--- src/adc_seq_pkg.sv ---
// package: register map, field layout and state encoding of the sample step control
package adc_seq_pkg;

  // ----------------------------------------------------------------
  // register offsets (byte addresses, low bits of haddr)
  // ----------------------------------------------------------------
  localparam int unsigned OFS_W          = 8;
  localparam logic [7:0]  OFS_CONTROL    = 8'h00;
  localparam logic [7:0]  OFS_IRQ_STATUS = 8'h04;
  localparam logic [7:0]  OFS_IRQ_ENABLE = 8'h08;
  localparam logic [7:0]  OFS_IRQ_CLEAR  = 8'h0c;
  localparam logic [7:0]  OFS_SEQ_STATUS = 8'h10;
  localparam logic [7:0]  OFS_SLOT_MUX   = 8'h40;
  localparam logic [7:0]  OFS_SEQ_CTL    = 8'h44;

  // ----------------------------------------------------------------
  // slot layout
  // ----------------------------------------------------------------
  localparam int unsigned SLOTS      = 8;
  localparam int unsigned SLOT_IDX_W = 3;
  localparam int unsigned NIBBLE_W   = 4;
  localparam int unsigned PIN_W      = 3;
  localparam int unsigned INPUT_W    = 4;
  localparam int unsigned POS_PAIR   = 0;
  localparam int unsigned POS_LAST   = 1;
  localparam int unsigned POS_IRQ    = 2;
  localparam int unsigned POS_SENSOR = 3;
  localparam logic [SLOT_IDX_W-1:0] FIRST_SLOT = 3'h0;
  localparam logic [SLOT_IDX_W-1:0] FINAL_SLOT = 3'h7;
  localparam logic [SLOT_IDX_W-1:0] SLOT_STEP  = 3'h1;

  // ----------------------------------------------------------------
  // reset values and masks
  // ----------------------------------------------------------------
  localparam logic [31:0] CTL_RESET       = 32'h0000_0000;
  localparam logic [31:0] MUX_RESET       = 32'h0000_0000;
  localparam logic [31:0] MUX_WRITE_MASK  = 32'h7777_7777;
  localparam logic [31:0] SLOT1_LAST_MASK = 32'h0000_0002;
  localparam int unsigned SINGLE_SLOT_SEQ = 3;

  // ----------------------------------------------------------------
  // control, interrupt and status bits
  // ----------------------------------------------------------------
  localparam int unsigned CTRL_ENABLE    = 0;
  localparam int unsigned CTRL_TRIGGER   = 1;
  localparam int unsigned IRQ_W          = 2;
  localparam int unsigned IRQ_SAMPLE     = 0;
  localparam int unsigned IRQ_SEQ_DONE   = 1;
  localparam int unsigned STAT_BUSY      = 0;
  localparam int unsigned STAT_SLOT_LSB  = 4;
  localparam logic [1:0]  HTRANS_NONSEQ  = 2'b10;
  localparam logic [2:0]  HSIZE_WORD     = 3'b010;

  typedef enum logic [2:0] {
    ST_IDLE    = 3'b001,
    ST_ADVANCE = 3'b010,
    ST_CONVERT = 3'b100
  } step_state_e;

  // picks one slot's nibble out of a packed eight-slot word
  function automatic logic [NIBBLE_W-1:0] slotNibble(input logic [31:0] word,
                                                      input logic [SLOT_IDX_W-1:0] slot);
    slotNibble = word[slot*NIBBLE_W +: NIBBLE_W];
  endfunction : slotNibble

endpackage : adc_seq_pkg

--- src/slot_decode.sv ---
// slot_decode: splits the control and input-select words into one slot's fields
`timescale 1ns/1ps
module slot_decode
  import adc_seq_pkg::*;
(
  // packed configuration
  input  wire logic [31:0]           ctlWord,
  input  wire logic [31:0]           muxWord,
  input  wire logic [SLOT_IDX_W-1:0] slot,
  // decoded fields
  output logic                       sensorSelect,
  output logic                       irqEnable,
  output logic                       lastFlag,
  output logic                       pairSelect,
  output logic [PIN_W-1:0]           inputSelect
);

  logic [NIBBLE_W-1:0] ctlNibble;
  logic [NIBBLE_W-1:0] muxNibble;

  always_comb begin
    ctlNibble    = slotNibble(ctlWord, slot);
    muxNibble    = slotNibble(muxWord, slot);
    sensorSelect = ctlNibble[POS_SENSOR];
    irqEnable    = ctlNibble[POS_IRQ];
    lastFlag     = ctlNibble[POS_LAST];
    pairSelect   = ctlNibble[POS_PAIR];
    inputSelect  = muxNibble[PIN_W-1:0];
  end

endmodule : slot_decode

--- src/adc_step_control.sv ---
// adc_step_control: per-slot control registers and sample sequencer stepping
//
// Summary of operation
// - With the eighth slot's sensor select set the temperature sensor is converted, else the pin in its input field.
// - A slot with its interrupt enable set raises the raw sequence interrupt when its conversion ends.
// - The raw interrupt reaches the interrupt output only while its mask bit is set.
// - Several slots may enable interrupts and each one raises the raw interrupt again on completion.
// - The slot carrying the last flag ends the sequence, and any slot from first to eighth may do so.
// - Slots after the last-flagged one are never requested, whatever they hold.
// - On the single-slot sequencer three the first slot's last flag is fixed at one.
// - A slot with pair select set and sensor select clear converts inputs 2i and 2i+1 differentially for input field i.
// - The temperature sensor is always converted single ended.
// - The seventh slot's control bits act like the eighth slot's but for the seventh sample.
// - The sequence control register holds four bits per slot for eight slots, slot index rising upward.
// - Each slot has a three-bit input select field in a companion register.
//
// Local design decisions: the register offsets and register access over AHB-Lite.
`timescale 1ns/1ps
module adc_step_control
  import adc_seq_pkg::*;
#(
  parameter int unsigned SEQ_NUM = 0
)(
  // clock and reset
  input  wire logic                  core_clk,
  input  wire logic                  nrst,
  // ahb-lite slave
  input  wire logic                  hsel,
  input  wire logic [31:0]           haddr,
  input  wire logic [1:0]            htrans,
  input  wire logic                  hwrite,
  input  wire logic [2:0]            hsize,
  input  wire logic [31:0]           hwdata,
  input  wire logic                  hready,
  output logic                       hreadyout,
  output logic [31:0]                hrdata,
  output logic                       hresp,
  // trigger from the trigger logic
  input  wire logic                  seqTrigger,
  // converter core and input multiplexer
  input  wire logic                  convDone,
  output logic                       convReq,
  output logic                       convSensor,
  output logic                       convDiff,
  output logic [INPUT_W-1:0]         convPosInput,
  output logic [INPUT_W-1:0]         convNegInput,
  output logic [SLOT_IDX_W-1:0]      convSlot,
  // interrupts
  output logic                       raw_seq_irq,
  output logic                       irqOut
);

  // ----------------------------------------------------------------
  // constants that depend on the sequencer number
  // ----------------------------------------------------------------
  localparam bit          SINGLE_SLOT = (SEQ_NUM == SINGLE_SLOT_SEQ);
  localparam logic [31:0] CTL_FORCED  = SINGLE_SLOT ? SLOT1_LAST_MASK : CTL_RESET;

  // ----------------------------------------------------------------
  // declarations
  // ----------------------------------------------------------------
  logic [31:0]           sample_sequence_control;
  logic [31:0]           slot_input_select_register;
  logic                  seqEnable;
  logic [IRQ_W-1:0]      irqStatus;
  logic [IRQ_W-1:0]      irq_mask_register;
  step_state_e           state;
  step_state_e           next_state;
  logic [SLOT_IDX_W-1:0] slotIdx;
  logic                  dataWrite;
  logic [OFS_W-1:0]      dataAddr;
  logic                  addrValid;
  logic                  addrWordOk;
  logic                  swTrigger;
  logic                  startSeq;
  logic                  slotFinish;
  logic                  finalSlot;
  logic [IRQ_W-1:0]      irqSet;
  logic [IRQ_W-1:0]      irqClear;
  logic                  decSensor;
  logic                  decIrq;
  logic                  decLast;
  logic                  decPair;
  logic [PIN_W-1:0]      decPin;
  logic [31:0]           readValue;
  logic                  wrControl;
  logic                  wrIrqEnable;
  logic                  wrIrqClear;
  logic                  wrSlotMux;
  logic                  wrSeqCtl;
  logic                  readTake;
  logic                  seqBusy;
  logic                  pairMode;
  logic                  fieldLatch;
  logic                  slotAdvance;
  logic                  seqDone;

  // pair number i maps to inputs 2i and 2i+1
  function automatic logic [INPUT_W-1:0] pairInput(input logic [PIN_W-1:0] pair,
                                                   input logic odd);
    pairInput = {pair, odd};
  endfunction : pairInput

  function automatic bit isOffset(input logic [OFS_W-1:0] addr,
                                  input logic [OFS_W-1:0] ofs);
    isOffset = (addr == ofs);
  endfunction : isOffset

  // ----------------------------------------------------------------
  // ahb-lite address phase
  // ----------------------------------------------------------------
  assign addrValid  = hsel && hready && (htrans == HTRANS_NONSEQ);
  assign addrWordOk = (hsize == HSIZE_WORD);
  assign readTake   = addrValid && !hwrite;

  // the slave never stretches a transfer and never signals an error
  assign hreadyout = 1'b1;
  assign hresp     = 1'b0;

  always_ff @(posedge core_clk or negedge nrst) begin
    if (!nrst) begin
      dataWrite <= 1'b0;
      dataAddr  <= '0;
    end else begin
      dataWrite <= addrValid && hwrite && addrWordOk;
      dataAddr  <= haddr[OFS_W-1:0];
    end
  end

  // ----------------------------------------------------------------
  // write strobes, one per writable offset, all in the data phase
  // ----------------------------------------------------------------
  always_comb begin
    wrControl   = dataWrite && isOffset(dataAddr, OFS_CONTROL);
    wrIrqEnable = dataWrite && isOffset(dataAddr, OFS_IRQ_ENABLE);
    wrIrqClear  = dataWrite && isOffset(dataAddr, OFS_IRQ_CLEAR);
    wrSlotMux   = dataWrite && isOffset(dataAddr, OFS_SLOT_MUX);
    wrSeqCtl    = dataWrite && isOffset(dataAddr, OFS_SEQ_CTL);
  end

  // read data is captured at the address phase so it stands in the data phase
  always_comb begin
    readValue = '0;
    unique case (haddr[OFS_W-1:0])
      OFS_CONTROL:    readValue[CTRL_ENABLE] = seqEnable;
      OFS_IRQ_STATUS: readValue[IRQ_W-1:0] = irqStatus;
      OFS_IRQ_ENABLE: readValue[IRQ_W-1:0] = irq_mask_register;
      OFS_IRQ_CLEAR:  readValue = '0;
      OFS_SEQ_STATUS: begin
        readValue[STAT_BUSY] = seqBusy;
        readValue[STAT_SLOT_LSB +: SLOT_IDX_W] = slotIdx;
      end
      OFS_SLOT_MUX:   readValue = slot_input_select_register;
      OFS_SEQ_CTL:    readValue = sample_sequence_control;
      default:        readValue = '0;
    endcase
  end

  always_ff @(posedge core_clk or negedge nrst) begin
    if (!nrst) begin
      hrdata <= '0;
    end else if (readTake) begin
      hrdata <= readValue;
    end
  end

  // ----------------------------------------------------------------
  // slot configuration registers
  // ----------------------------------------------------------------
  always_ff @(posedge core_clk or negedge nrst) begin
    if (!nrst) begin
      sample_sequence_control <= CTL_RESET | CTL_FORCED;
    end else if (wrSeqCtl) begin
      sample_sequence_control <= hwdata | CTL_FORCED;
    end
  end

  always_ff @(posedge core_clk or negedge nrst) begin
    if (!nrst) begin
      slot_input_select_register <= MUX_RESET;
    end else if (wrSlotMux) begin
      slot_input_select_register <= hwdata & MUX_WRITE_MASK;
    end
  end

  // ----------------------------------------------------------------
  // control register
  // ----------------------------------------------------------------
  always_ff @(posedge core_clk or negedge nrst) begin
    if (!nrst) begin
      seqEnable <= 1'b0;
    end else if (wrControl) begin
      seqEnable <= hwdata[CTRL_ENABLE];
    end
  end

  // trigger bit is a pulse, it never stores
  assign swTrigger = wrControl && hwdata[CTRL_TRIGGER];

  // ----------------------------------------------------------------
  // decode of the current slot
  // ----------------------------------------------------------------
  slot_decode u_slot_decode (
    .ctlWord      (sample_sequence_control),
    .muxWord      (slot_input_select_register),
    .slot         (slotIdx),
    .sensorSelect (decSensor),
    .irqEnable    (decIrq),
    .lastFlag     (decLast),
    .pairSelect   (decPair),
    .inputSelect  (decPin)
  );

  // a sequence ends on the last flag, on the top slot, or at once on the single-slot sequencer
  always_comb begin
    finalSlot = decLast;
    if (slotIdx == FINAL_SLOT) begin
      finalSlot = 1'b1;
    end
    if (SINGLE_SLOT) begin
      finalSlot = 1'b1;
    end
  end

  // ----------------------------------------------------------------
  // sequencer state machine
  // ----------------------------------------------------------------
  assign startSeq   = (state == ST_IDLE) && seqEnable && (seqTrigger || swTrigger);
  assign slotFinish = (state == ST_CONVERT) && convDone;

  // no wraparound: the top slot never advances
  assign slotAdvance = slotFinish && !finalSlot;
  assign seqDone     = slotFinish && finalSlot;
  assign seqBusy     = (state != ST_IDLE);

  always_comb begin
    next_state = state;
    unique case (state)
      ST_IDLE: begin
        if (startSeq) begin
          next_state = ST_ADVANCE;
        end
      end
      ST_ADVANCE: begin
        next_state = ST_CONVERT;
      end
      ST_CONVERT: begin
        if (slotFinish) begin
          next_state = finalSlot ? ST_IDLE : ST_ADVANCE;
        end
      end
      default: begin
        next_state = ST_IDLE;
      end
    endcase
  end

  always_ff @(posedge core_clk or negedge nrst) begin
    if (!nrst) begin
      state <= ST_IDLE;
    end else begin
      state <= next_state;
    end
  end

  always_ff @(posedge core_clk or negedge nrst) begin
    if (!nrst) begin
      slotIdx <= FIRST_SLOT;
    end else if (startSeq) begin
      slotIdx <= FIRST_SLOT;
    end else if (slotAdvance) begin
      slotIdx <= slotIdx + SLOT_STEP;
    end
  end

  // ----------------------------------------------------------------
  // converter and multiplexer outputs
  // ----------------------------------------------------------------
  assign convReq = (state == ST_CONVERT);

  // sensor select overrides pair select, the sensor has no pair
  assign pairMode   = decPair && !decSensor;
  assign fieldLatch = (state == ST_ADVANCE);

  // fields are latched while advancing so they are steady for the request
  always_ff @(posedge core_clk or negedge nrst) begin
    if (!nrst) begin
      convSensor <= 1'b0;
      convDiff   <= 1'b0;
      convSlot   <= FIRST_SLOT;
    end else if (fieldLatch) begin
      convSensor <= decSensor;
      convDiff   <= pairMode;
      convSlot   <= slotIdx;
    end
  end

  // input numbers for the multiplexer, a pair or a single pin
  always_ff @(posedge core_clk or negedge nrst) begin
    if (!nrst) begin
      convPosInput <= '0;
      convNegInput <= '0;
    end else if (fieldLatch) begin
      if (pairMode) begin
        convPosInput <= pairInput(decPin, 1'b0);
        convNegInput <= pairInput(decPin, 1'b1);
      end else begin
        convPosInput <= {1'b0, decPin};
        convNegInput <= '0;
      end
    end
  end

  // ----------------------------------------------------------------
  // interrupts
  // ----------------------------------------------------------------
  always_comb begin
    irqSet               = '0;
    irqSet[IRQ_SAMPLE]   = slotFinish && decIrq;
    irqSet[IRQ_SEQ_DONE] = seqDone;
  end

  always_comb begin
    irqClear = '0;
    if (wrIrqClear) begin
      irqClear = hwdata[IRQ_W-1:0];
    end
  end

  // a set arriving with its clear wins
  always_ff @(posedge core_clk or negedge nrst) begin
    if (!nrst) begin
      irqStatus <= '0;
    end else begin
      irqStatus <= (irqStatus & ~irqClear) | irqSet;
    end
  end

  always_ff @(posedge core_clk or negedge nrst) begin
    if (!nrst) begin
      irq_mask_register <= '0;
    end else if (wrIrqEnable) begin
      irq_mask_register <= hwdata[IRQ_W-1:0];
    end
  end

  assign raw_seq_irq = irqStatus[IRQ_SAMPLE];
  assign irqOut      = |(irqStatus & irq_mask_register);

endmodule : adc_step_control

--- config.mk ---
export PLATFORM = sky130hd
export DESIGN_NAME = adc_step_control
export DESIGN_NICKNAME = d
export VERILOG_FILES = /design/src/adc_seq_pkg.sv /design/src/slot_decode.sv /design/src/adc_step_control.sv
export SDC_FILE = /design/constraint.sdc
export NUM_CORES = 1
export LEC_CHECK = 0
export BUFFER_PORTS_ARGS = -buffer_cell sky130_fd_sc_hd__buf_2
export CAP_MARGIN = 20
export CORE_UTILIZATION = 58
export DETAILED_ROUTE_END_ITERATION = 8
export PLACE_DENSITY_LB_ADDON = 0.08
export SLEW_MARGIN = 10
export SYNTH_ARGS = -nofsm -noshare
export SYNTH_HDL_FRONTEND = slang
export SYNTH_HIERARCHICAL = 1
export SYNTH_SLANG_ARGS = --single-unit
--- constraint.sdc ---
create_clock -name core_clk -period 3.4 [get_ports core_clk]
set_input_delay 0.34 -clock core_clk [delete_from_list [all_inputs] [get_ports core_clk]]
set_output_delay 0.34 -clock core_clk [all_outputs]
set_load 0.01 [all_outputs]
# --- Word level (Yosys, flattened, before mapping) ---
# Index checks and enable logic that the tools add are counted.
word_totals:
  register_bits: 121
  in_bits: 76
  out_inout_bits: 50
  elab_cells: 82
classes:
  addsub: 1
  n_eq_ne: 18
  n_shift: 2
  muxes: 15
  n_bitwise: 4
  reduce_logical: 27
op_table:
  columns: ["cell", "n"]
  rows:
  - ["$pmux W25 S2", 1]
  - ["$eq A8 B7 Y1 const B", 4]
  - ["$shiftx A32 B6 Y3", 1]
  - ["$shiftx A32 B6 Y4", 1]
  - ["$eq A8 B4 Y1 const B", 3]
  - ["$logic_and A1 B1 Y1", 18]
  - ["$pmux W3 S3", 2]
  - ["$logic_not A8 Y1", 2]
  - ["$mux W3", 4]
  - ["$eq A8 B3 Y1 const B", 1]
  - ["$eq A8 B5 Y1 const B", 1]
  - ["$mux W4", 2]
  - ["$eq A3 B2 Y1 const B", 2]
  - ["$eq A3 B3 Y1 const B", 2]
  - ["$pmux W1 S6", 1]
  - ["$and A2 B2 Y2", 2]
  - ["$mux W2", 2]
  - ["$pmux W1 S4", 1]
  - ["$pmux W2 S2", 1]
  - ["$add A3 B1 Y3 const B", 1]
  - ["$eq A3 B1 Y1 const B", 1]
  - ["$logic_not A1 Y1", 3]
  - ["$ne A3 B1 Y1 const B", 1]
  - ["$eq A2 B2 Y1 const B", 1]
  - ["other kinds (9)", 9]

# --- Logic depth before layout (Yosys ltp) ---
# Gate-level depths: netlist of the first run.
logic_depth:
  depth_word: 7
  mapped_depth: 8
  mapped_depth_nobuf: 6

# --- Hierarchy ---
# Netlist of the first run, hierarchy kept.
by_module_without_submodules:
  columns: ["mod", "n_inst", "cells_each", "area_each_um2", "seq_area_each_um2"]
  rows:
  - ["adc_step_control", 1, 392, 4937.2, 2979.1]
  - ["slot_decode", 1, 25, 485.5, 0.0]

# --- Least setup slack after synthesis of the first run ---
# Ideal clock, no wire load.
synth_timing:
  path_kind: "register -> register"
  startpoint: "reg slotIdx[0]"
  endpoint: "reg slotIdx[1]"
  setup_ns: 0.136
  arrival_time_ns: 1.989
  required_time_ns: 3.264
  slack_ns: 1.276
  stages_incl_launch_ff: 9
  n_path_buf: 2
  synth_period_minus_slack_ns: 2.124
  cell_sequence: "dfrtp_1 > buf_6 > buf_12 > mux4_1 > mux2_2 > nor2_1 > nand3_1 > mux2i_1 > nor2_1"
synth_between:
  elab_chain_cells: 5
  word_cells_on_any_way: 9
  cone_classes: "add/sub: 1; eq/ne: 1; shift: 1; mux: 3; reduce/logical: 3"
synth_lines:
  columns: ["element", "line", "rtl"]
  rows:
  - ["start: declaration", "adc_step_control.sv:69", "logic [SLOT_IDX_W-1:0] slotIdx;"]
  - ["start signal: assignment", "adc_step_control.sv:272", "slotIdx <= slotIdx + SLOT_STEP;"]
  - ["$shiftx A32 B6 Y4", "adc_seq_pkg.sv:63", "slotNibble = word[slot*NIBBLE_W +: NIBBLE_W];"]
  - ["named net decLast", "adc_step_control.sv:82", "logic decLast;"]
  - ["$mux W1", "adc_step_control.sv:217", "if (slotIdx == FINAL_SLOT) begin"]
  - ["$logic_not A1 Y1", "adc_step_control.sv:232", "assign slotAdvance = slotFinish && !finalSlot;"]
  - ["$logic_and A1 B1 Y1", "adc_step_control.sv:232", null]
  - ["$reduce_bool A2 Y1 (no source line)", null, null]
# The timed path passes the listed nets, and every way through them passes these cells. The select of a mux whose other input is x is not followed.
# A chain may end at the register's enable or synchronous reset.

# --- Final worst setup path of the first run ---
layout_timing:
  startpoint: "reg slotIdx[0]"
  endpoint: "reg slotIdx[2]"
# The elaborated chain is that of the path after synthesis.

==> summary.txt, run 1 <==
Status
  – Outcome: complete, no violations

CTS
  – CTS clk-pin slew, worst paths: 0.06 ns
  – Clock sink total: between 100 and 150
  – Htree depth: 4
  – CTS tree: yes
  – CTS Buffer Depth: 2
  – CTS buffer count: 17
  – Resized Gates After CTS: 0
  – Buffer type at the clock tree root: clkbuf_8
  – Clk_lat worst skew: slightly above 0.5 ns

Detailed routing
  – DRC violations left: 0
  – Vias: ~3800
  – Routed WL: around 12 mm
  – Mean number of vias per cell: 5.90
  – Routed Antenna Nets: 0
  – Post-DR wirelength/cell: 18.8 µm
  – First DRT Iteration DRCs: 180
  – DRT Pass-1 Iters: 4

Setup path
  – R2r endpoint: slotIdx[2]
  – Crit path largest cell delay: around 0.86 ns
  – Crit-path leading delay family: multiplexers
  – CP Capture Type: flop
  – Critical Path Stages: 6
  – Data required time of the critical path: 3.77 ns
  – Reg2Reg Depth: 6
  – Worst r2r src: slotIdx[0]
  – CP Class: reg2reg
  – Buf+Inv Stages, Crit Path: 0
  – R2r setup slk: a little over 0.7 ns
  – Critical path's slowest cell: dfrtp_1
  – CP Data Arrival Time: around 3 ns
  – Crit-path cells: mux4_1 -> mux2_2 -> nor2_1 -> nand3_1 -> mux2i_1 -> nor2_1
  – Worst Path Max Fanout: 15
  – Startpoint types: flop
  – Most frequent CP cell: nor2_1

Placement
  – Dpl cells: roughly 610
  – Dpl ws: around 0.71 ns
  – Post-DP HPWL: 7.94 mm
  – Area after DPL: between 0.005 and 0.006 mm²
  – Port-buffer cells: 99
  – Gpl congestion: between 0.8 and 0.9

Final layout
  – Design area: 0.00660 mm²
  – Area Growth Syn to Fin: 21.6%
  – Share of layout cells above drive strength 1: about two fifths
  – Final nets: 601
  – Final core occ: about 74%
  – ANT cells: 0
  – Post-Layout Cell Count: 644

STA
  – Worst slew margin: 40.6%
  – Max Freq: between 0.3 and 0.4 GHz
  – Final Cycle Share: 78.7%
  – Final min period: ~2.7 ns
  – Clock Skew: slightly below 0.007 ns
  – RSZ-0062 raised after global routing: false
  – Final setup viols: 0
  – Max-slew violations: 0
  – Hold Worst Slack: 0.0383 ns
  – Final Hold Fails: 0
  – Tightest Pin Transition: between 0.8 and 0.9 ns
  – Final setup TNS: 0 ns
  – Final setup margin: roughly 0.72 ns

Hold path
  – Hold Startpoint: haddr[3]
  – Worst Hold Class: in2reg
  – WHS Path Cells: 1
  – WHS Endpoint: dataAddr[3]

Power and ir drop
  – Switching component of the power: around 0.9 mW
  – Gate power share: around a tenth
  – Total Power: about 3.8 mW
  – Peak supply drop: between 0.3 and 0.4 mV
  – Switching part of the total: between 20% and 30%
  – Leakage: 3.12 nW
  – Internal cell power: approximately 2.9 mW
  – Pwr Density: 571 mW/mm²
  – Clock network fraction of total power: between 40% and 50%
  – Seq pwr share: about 43%

Synthesis
  – Post-synth EDFFs: 0
  – Syn. warnings: 6
  – Area leader, netlist: dfrtp_1
  – Synth Area in Compound Gates: under 10%
  – Mapped Nets: a little under 500
  – Top_reg_cell synth: dfrtp_1
  – Post-synth top cells: dfrtp_1 (118), mux2_2 (69), nor2_1 (48)
  – Yosys reg bits: ~120
  – Syn Std Cell Area: ~0.0054 mm²
  – Mux contribution to synthesized area: 22.8%
  – Async SR Flop Fraction: 100%
  – Post-synthesis adder-cell area fraction: less than 1%
  – Avg Inst Size Synth: around 13 µm²
  – Post-Synth Simple-Gate Area: ~11%
  – Gate count of the mapped netlist: around 420
  – Cell variety after synth: 48
  – Yosys top cell area share: between 50% and 60%
  – Main combinational cell family by area after synthesis: multiplexers
  – Cell with the most instances after synthesis: dfrtp_1
  – Sequential area share after synthesis: 54.9%
  – Post-Synth XOR/XNOR Area: 0.323%
  – Synth top area cells: dfrtp_1 (54%), mux2_2 (14%), mux4_1 (6.8%)

Run
  – Maxcap violations: 0

Floorplanning
  – IO Pins: 126
  – Die area: ~0.0097 mm²
  – Starting density of the core: approximately three fifths
  – Core Area: around 0.0089 mm²
  – Row cnt: 34
  – Die X: just under 100 µm
  – Die Y: approximately 99 µm

Global routing
  – Number of global-route vias before repair: 3831
  – Grt total ovfl: 0
  – Number of antenna violations at the first check in global routing: 0
  – First-pass GRT wire length: ~20 mm
  – Tot GR Track Use: 27.0%
  – Largest net degree at the start of global routing: 61
## routing by layer
metal / global-route usage [%] / part of all wire, % / vias to the layer above
met1: 37.0 / 44 / 1907
li1: - / - / 1754
met3: 6.95 / 5.7 / 12
met5: 0 / 0 / -
met4: 8.50 / 1.4 / 0
met2: 42.8 / 48 / 129
## placed cells by master (no fill, tap or decap), types with 3 or more instances in the layout
cell type / n
nand2_1: 39
nand4b_1: 3
clkbuf_16: 16
a221oi_1: 20
dlygate4sd3_1: 7
mux2i_1: 8
clkinvlp_4: 4
nor2b_1: 3
nand3_1: 10
mux4_1: 14
nor2_1: 47
clkinv_2: 3
nor4_1: 3
a2bb2oi_1: 4
dfrtp_1: 118
mux2_2: 69
buf_2: 98
o21ai_0: 17
bufinv_16: 3
buf_4: 7
## power by group through the flow
stage                     logic (mW)  clock network [mW]  registers, mW
after global placement         0.375                   0           1.64
after CTS                      0.393                1.78           1.62
final                          0.387                1.76           1.62
after floorplan                0.168                   0           1.67
after detailed placement       0.385                   0           1.65
after global routing           0.431                1.85           1.63
## worst register-to-register path, delay by kind of cell (launching register included)
family | cells | cell delay, ns
flip-flops | 1 | 0.86
AND/OR/NAND/NOR | 3 | 0.40
multiplexers | 3 | 1.27
## kinds of logic (layout without fill, tap and decap cells)
logic type	Yosys count	after routing
simple gates	125	125
buf+inv	27	146
mux	92	92
xor+xnor	2	2
other cells	2	2
flops	119	119
compound gates	48	48
fa+ha+maj	2	2
## flip-flops by register name (all words and copies together), names as in the netlist, 3 cells and up
name / count
convNegInput: 3
convPosInput: 4
convSlot: 3
dataAddr: 8
hrdata: 32
sample_sequence_control: 32
slotIdx: 3
slot_input_select_register: 24
state: 3
## area by class of cell
class | count | area (µm²)
clock buffers | 20 | 435
clock inverters | 12 | 153
fillers | 623 | 2300
inverters | 2 | 7.51
multi-input cells | 271 | 2270
flip-flops and latches | 119 | 2980
well taps | 108 | 135
repair buffers | 112 | 613
## worst max-delay path by stage
stage                from  slack, ns         end
2_1_floorplan  slotIdx[0]       1.28  slotIdx[1]
3_3_place_gp   slotIdx[0]       0.83  slotIdx[1]
3_5_place_dp   slotIdx[0]       0.71  slotIdx[2]
4_1_cts        slotIdx[0]       0.70  slotIdx[2]
5_1_grt        slotIdx[0]       0.67  slotIdx[2]
6_report       slotIdx[0]       0.72  slotIdx[2]
## what timing repair did
action	in CTS	in global routing
hold buffers	7	0
endpoints found under the hold margin	63	0
buffers inserted	0	0
No activity file was read; power rests on OpenSTA's default activity.
==> inputs of run 2 (changes only) <==
--- a/config.mk
+++ b/config.mk
@@ -7,7 +7,7 @@
 export LEC_CHECK = 0
 export BUFFER_PORTS_ARGS = -buffer_cell sky130_fd_sc_hd__buf_2
 export CAP_MARGIN = 20
-export CORE_UTILIZATION = 58
+export CORE_UTILIZATION = 49
 export DETAILED_ROUTE_END_ITERATION = 8
 export PLACE_DENSITY_LB_ADDON = 0.08
 export SLEW_MARGIN = 10
==> constraint.sdc (replaced) <==
create_clock -name core_clk -period 2.16 [get_ports core_clk]
set_input_delay 0.216 -clock core_clk [delete_from_list [all_inputs] [get_ports core_clk]]
set_output_delay 0.216 -clock core_clk [all_outputs]
set_load 0.01 [all_outputs]
==> summary.txt, run 2 (same netlist as run 1, synthesis figures left out) <==
Detailed routing
  – Mean number of vias per cell: 5.39 (was 5.90)
  – DRC violations left: 0 (unchanged)
  – DRT Pass-1 Iters: 4 (unchanged)
  – First DRT Iteration DRCs: 231 (was 180)
  – Routed WL: 13.1 mm (was 12.1 mm)
  – Vias: 3926 (was 3802)
  – Post-DR wirelength/cell: 18.0 µm (was 18.8 µm)
  – Routed Antenna Nets: 0 (unchanged)

CTS
  – CTS clk-pin slew, worst paths: 0.06 ns (about the same)
  – Clk_lat worst skew: 0.52 ns (was 0.51 ns)
  – CTS tree: yes (unchanged)
  – Htree depth: 4 (unchanged)
  – Buffer type at the clock tree root: clkbuf_8 (unchanged)
  – Clock sink total: 119 (unchanged)
  – CTS Buffer Depth: 2 (unchanged)
  – CTS buffer count: 17 (unchanged)

Power and ir drop
  – Total Power: 6.47 mW (was 3.76 mW)
  – Leakage: 3.42 nW (was 3.12 nW)
  – Peak supply drop: 0.484 mV (was 0.341 mV)
  – Pwr Density: 888 mW/mm² (was 571 mW/mm²)

Floorplanning
  – Die Y: 107 µm (was 98.7 µm)
  – Row cnt: 38 (was 34)
  – Starting density of the core: 50.2% (was 61.0%)
  – Die X: 107 µm (was 98.7 µm)
  – Core Area: 0.0108 mm² (was 0.00889 mm²)
  – Die area: 0.0115 mm² (was 0.00974 mm²)
  – IO Pins: 126 (unchanged)

Setup path
  – CP Launch Point: slotIdx[0] (unchanged)
  – Worst Path Max Fanout: 6 (was 15)
  – Data required time of the critical path: 2.59 ns (was 3.77 ns)
  – CP Class: reg2reg (unchanged)
  – CP Capture Type: flop (unchanged)
  – Startpoint types: flop (unchanged)
  – Worst r2r src: slotIdx[0] (unchanged)
  – CP Data Arrival Time: 2.50 ns (was 3.05 ns)
  – Critical path's slowest cell: mux4_1 (was dfrtp_1)
  – Crit path largest cell delay: 0.57 ns (was 0.86 ns)
  – Crit-path cells: buf_6 -> mux4_1 -> mux2_4 -> nor2_4 -> nand3_4 -> xor2_2 -> nor2_2 (was mux4_1 -> mux2_2 -> nor2_1 -> nand3_1 -> mux2i_1 -> nor2_1)

STA
  – Max-slew violations: 0 (unchanged)
  – Final min period: 2.07 ns (was 2.68 ns)
  – Final Hold Fails: 0 (unchanged)
  – RSZ-0062 raised after global routing: false (unchanged)
  – Final setup viols: 0 (unchanged)
  – Final Cycle Share: 95.9% (was 78.7%)
  – Clock Skew: 0.00847 ns (was 0.00675 ns)
  – Hold Worst Slack: 0.0440 ns (was 0.0383 ns)
  – Tightest Pin Transition: 0.813 ns (was 0.888 ns)
  – Max Freq: 0.483 GHz (was 0.374 GHz)
  – Final setup TNS: 0 ns (unchanged)
  – Worst slew margin: 45.8% (was 40.6%)

Final layout
  – Final nets: 653 (was 601)
  – Design area: 0.00729 mm² (was 0.00660 mm²)
  – Post-Layout Cell Count: 728 (was 644)
  – Share of layout cells above drive strength 1: 40.6% (was 40.3%)
  – Area Growth Syn to Fin: 34.5% (was 21.6%)
  – ANT cells: 0 (unchanged)
  – Commonest non-fill, non-tap cells in the layout: dfrtp_1 (117), buf_2 (98), mux2_2 (68) (was dfrtp_1 (118), buf_2 (98), mux2_2 (69))
  – Fill count: 802 (was 623)
  – Most common cell after layout, fill and taps aside: dfrtp_1 (unchanged)
  – Regs by FF count: hrdata: 32 flops, sample_sequence_control: 32 flops, slot_input_select_register: 24 flops (unchanged)

Placement
  – Post-DP HPWL: 8.79 mm (was 7.94 mm)
  – Area after DPL: 0.00612 mm² (was 0.00594 mm²)
  – Gpl congestion: 0.737 (was 0.851)
  – Dpl cells: 650 (was 605)
  – Port-buffer cells: 99 (unchanged)

Run
  – Maxcap violations: 0 (unchanged)

Hold path
  – Worst Hold Class: in2reg (unchanged)
  – Hold Startpoint: hwdata[0] (was haddr[3])

Global routing
  – First-pass GRT wire length: 21.1 mm (was 19.7 mm)
  – Largest net degree at the start of global routing: 50 (was 61)
  – Tot GR Track Use: 24.9% (was 27.0%)
  – Grt total ovfl: 0 (unchanged)
  – Number of antenna violations at the first check in global routing: 0 (unchanged)
  – Number of global-route vias before repair: 4114 (was 3831)

Status
  – Outcome: complete, no violations (unchanged)
==> run 2: where the power goes <==
part | switching (mW) | leakage [nW] | total (mW) | internal [mW]
Sequential | 0.123 | 1.46 | 2.55 | 2.43
Combinational | 0.334 | 1.63 | 0.675 | 0.341
Clock | 0.997 | 0.332 | 3.25 | 2.25
Total | 1.45 | 3.42 | 6.47 | 5.02
==> run 2: what timing repair did <==
item                                   CTS  global route
resized for setup                        3             9
hold buffers                            44             0
setup buffers                            2             0
pin swaps                                0             2
setup endpoints to repair                5             6
endpoints found under the hold margin  101             0
==> run 2: path summary, 6_finish.rpt <==
| kind | end | slack (ns) | cells past startpoint |
|---|---|---|---|
| max in group asynchronous | slotIdx[0] | 1.31 | 3 |
| worst max-delay path | slotIdx[0] | 0.09 | 7 |
| worst max register to register | slotIdx[0] | 0.09 | 7 |
| min in group asynchronous | convPosInput[3] | 0.22 | 2 |
| worst min register to register | hrdata[11] | 0.47 | 2 |
| worst min-delay path | slot_input_select_register[0] | 0.04 | 2 |
==> run 2: stage by stage <==
stage	setup WS, ns	util, %
after CTS	0.00166	67.3
after floorplan	0.0357	-
after detailed placement	-0.0943	56.7
final	0.0890	67.6
after global placement	-0.0532	56.7
after global routing	0.00736	67.6
==> run 2: final cells by class <==
cell class	instances	area, µm²	area share (%)
tap	140	175	2.40
clock inverter	13	250	3.43
timing repair buffer	164	1150	15.8
inverter	2	7.51	0.103
sequential	119	2980	40.9
multi-input combinational	271	2300	31.5
clock buffer	19	432	5.92
==> run 2: metal layers <==
metal / up-vias / part of all wire, % / global-route usage, %
li1: 1842 / - / -
met4: 0 / 1.3 / 8.81
met3: 12 / 3.7 / 5.96
met2: 104 / 51 / 40.6
met1: 1968 / 44 / 32.5
met5: - / 0 / 0
==> run 2: critical path, delay by kind of cell (launching register included) <==
kind                      cells  cell delay [ns]
buffers and inverters         1             0.15
xor gates and xnor gates      1             0.20
and+or+nand+nor               3             0.34
muxes                         2             0.89
DFF                           1             0.40
==> inputs of run 3 (changes only) <==
--- a/config.mk
+++ b/config.mk
@@ -10,6 +10,7 @@
 export CORE_UTILIZATION = 49
 export DETAILED_ROUTE_END_ITERATION = 8
 export PLACE_DENSITY_LB_ADDON = 0.08
+export RECOVER_POWER = 25
 export SLEW_MARGIN = 10
 export SYNTH_ARGS = -nofsm -noshare
 export SYNTH_HDL_FRONTEND = slang
==> summary.txt, run 3 (same netlist as run 1, synthesis figures left out) <==
Final layout
  – Fill count: 809 (was 802)
  – Design area: 0.00727 mm² (was 0.00729 mm²)
  – Regs by FF count: hrdata: 32 flops, sample_sequence_control: 32 flops, slot_input_select_register: 24 flops (unchanged)
  – ANT cells: 0 (unchanged)
  – Area Growth Syn to Fin: 34.0% (was 34.5%)
  – Commonest non-fill, non-tap cells in the layout: dfrtp_1 (117), buf_2 (90), mux2_2 (68) (was dfrtp_1 (117), buf_2 (98), mux2_2 (68))
  – Final nets: 653 (unchanged)
  – Share of layout cells above drive strength 1: 39.3% (was 40.6%)
  – Most common cell after layout, fill and taps aside: dfrtp_1 (unchanged)
  – Final core occ: 67.3% (was 67.6%)

Floorplanning
  – IO Pins: 126 (unchanged)
  – Die Y: 107 µm (unchanged)
  – Die area: 0.0115 mm² (unchanged)
  – Core Area: 0.0108 mm² (unchanged)
  – Starting density of the core: 50.2% (unchanged)
  – Die X: 107 µm (unchanged)
  – Row cnt: 38 (unchanged)

Setup path
  – Crit path largest cell delay: 0.57 ns (about the same)
  – Critical path's slowest cell: mux4_1 (unchanged)
  – CP Class: reg2reg (unchanged)
  – Crit-path cells: buf_6 -> mux4_1 -> mux2_4 -> nor2_4 -> nand3_4 -> xor2_2 -> nor2_2 (unchanged)
  – CP Capture Type: flop (unchanged)
  – CP Data Arrival Time: 2.50 ns (about the same)
  – Startpoint types: flop (unchanged)
  – Data required time of the critical path: 2.59 ns (about the same)
  – Worst Path Max Fanout: 6 (unchanged)

Detailed routing
  – Vias: 3923 (was 3926)
  – First DRT Iteration DRCs: 220 (was 231)
  – Post-DR wirelength/cell: 18.1 µm (was 18.0 µm)
  – Routed Antenna Nets: 0 (unchanged)
  – DRT Pass-1 Iters: 4 (unchanged)
  – Mean number of vias per cell: 5.39 (about the same)
  – Routed WL: 13.1 mm (about the same)
  – DRC violations left: 0 (unchanged)

Global routing
  – M3 GR Usage: 5.96% (unchanged)
  – Number of global-route vias before repair: 4114 (unchanged)
  – Grt total ovfl: 0 (unchanged)
  – Busiest grt layer: met2 (unchanged)
  – Met2 Usage GRT: 40.6% (unchanged)
  – Tot GR Track Use: 24.9% (unchanged)
  – Met1 GRT Util: 32.5% (unchanged)
  – Largest net degree at the start of global routing: 50 (unchanged)
  – Number of antenna violations at the first check in global routing: 0 (unchanged)
  – First-pass GRT wire length: 21.1 mm (unchanged)

STA
  – Worst slew margin: 37.5% (was 45.8%)
  – Final setup viols: 0 (unchanged)
  – Final min period: 2.07 ns (about the same)
  – Tightest Pin Transition: 0.937 ns (was 0.813 ns)
  – Clock Skew: 0.00917 ns (was 0.00847 ns)
  – Final Cycle Share: 95.9% (about the same)
  – Hold Worst Slack: 0.0437 ns (was 0.0440 ns)
  – Max-slew violations: 0 (unchanged)
  – RSZ-0062 raised after global routing: false (unchanged)
  – Max Freq: 0.483 GHz (about the same)
  – Final Hold Fails: 0 (unchanged)

Placement
  – Post-DP HPWL: 8.79 mm (unchanged)
  – Area after DPL: 0.00612 mm² (unchanged)
  – Port-buffer cells: 99 (unchanged)
  – Gpl congestion: 0.737 (unchanged)

CTS
  – Clock sink total: 119 (unchanged)
  – CTS buffer count: 17 (unchanged)
  – Clk_lat worst skew: 0.52 ns (about the same)
  – CTS clk-pin slew, worst paths: 0.06 ns (about the same)
  – CTS Buffer Depth: 2 (unchanged)
  – CTS tree: yes (unchanged)
  – Buffer type at the clock tree root: clkbuf_8 (unchanged)
  – Htree depth: 4 (unchanged)

Run
  – Maxcap violations: 0 (unchanged)

Power and ir drop
  – Leakage: 3.39 nW (was 3.42 nW)
  – Total Power: 6.47 mW (about the same)
  – Peak supply drop: 0.484 mV (about the same)
  – Pwr Density: 890 mW/mm² (was 888 mW/mm²)

Status
  – Outcome: complete, no violations (unchanged)

Hold path
  – Worst Hold Class: in2reg (unchanged)
[run 3: what timing repair did]
item                                   in CTS  in global routing
endpoints found under the hold margin     101                  0
pin swaps                                   0                  2
setup buffers                               2                  0
resized for setup                           3                  9
setup endpoints to repair                   5                  6
hold buffers                               44                  0
[run 3: worst paths after layout]
check                                 from                       endpoint  slack (ns)  cells past startpoint
worst max-delay path            slotIdx[0]                     slotIdx[0]        0.09                      7
worst min-delay path             hwdata[0]  slot_input_select_register[0]        0.04                      2
worst max register to register  slotIdx[0]                     slotIdx[0]        0.09                      7
worst min register to register  hrdata[11]                     hrdata[11]        0.47                      2
max in group asynchronous             nrst                     hrdata[29]        0.52                      3
min in group asynchronous             nrst                convPosInput[3]        0.38                      2
[run 3: critical path: cells and delay by family (launching register included)]
family | cells | cell delay (ns)
XOR/XNOR | 1 | 0.20
buffers and inverters | 1 | 0.15
flip-flops | 1 | 0.40
multiplexers | 2 | 0.89
AND/OR/NAND/NOR | 3 | 0.34
[run 3: final cells by class]
type / instances / area [µm²] / share of cell area (%)
Multi-Input combinational cell: 271 / 2300 / 31.6
Inverter: 2 / 7.51 / 0.103
Clock inverter: 13 / 250 / 3.44
Timing Repair Buffer: 164 / 1120 / 15.5
Clock buffer: 19 / 432 / 5.94
Sequential cell: 119 / 2980 / 41.0
Tap cell: 140 / 175 / 2.41
[run 3: through the flow]
stage | cells | TNS (ns) | setup slack, ns
6_report | 728 | 0 | 0.0889
2_1_floorplan | 417 | 0 | 0.0357
3_5_place_dp | 650 | -0.246 | -0.0943
5_1_grt | 728 | 0 | 0.00736
4_1_cts | 728 | 0 | 0.00166
3_3_place_gp | 650 | -0.0755 | -0.0532
[run 3: layer usage]
| layer | wire length (µm) | vias up |
|---|---|---|
| li1 | - | 1842 |
| met1 | 5850 | 1973 |
| met2 | 6650 | 96 |
| met3 | 465 | 12 |
| met4 | 171 | 0 |
| met5 | 0 | - |
[run 3: where the power goes]
group          internal (mW)  switching, mW
combinational          0.336          0.333
clock                   2.25           1.00
sequential              2.43          0.123
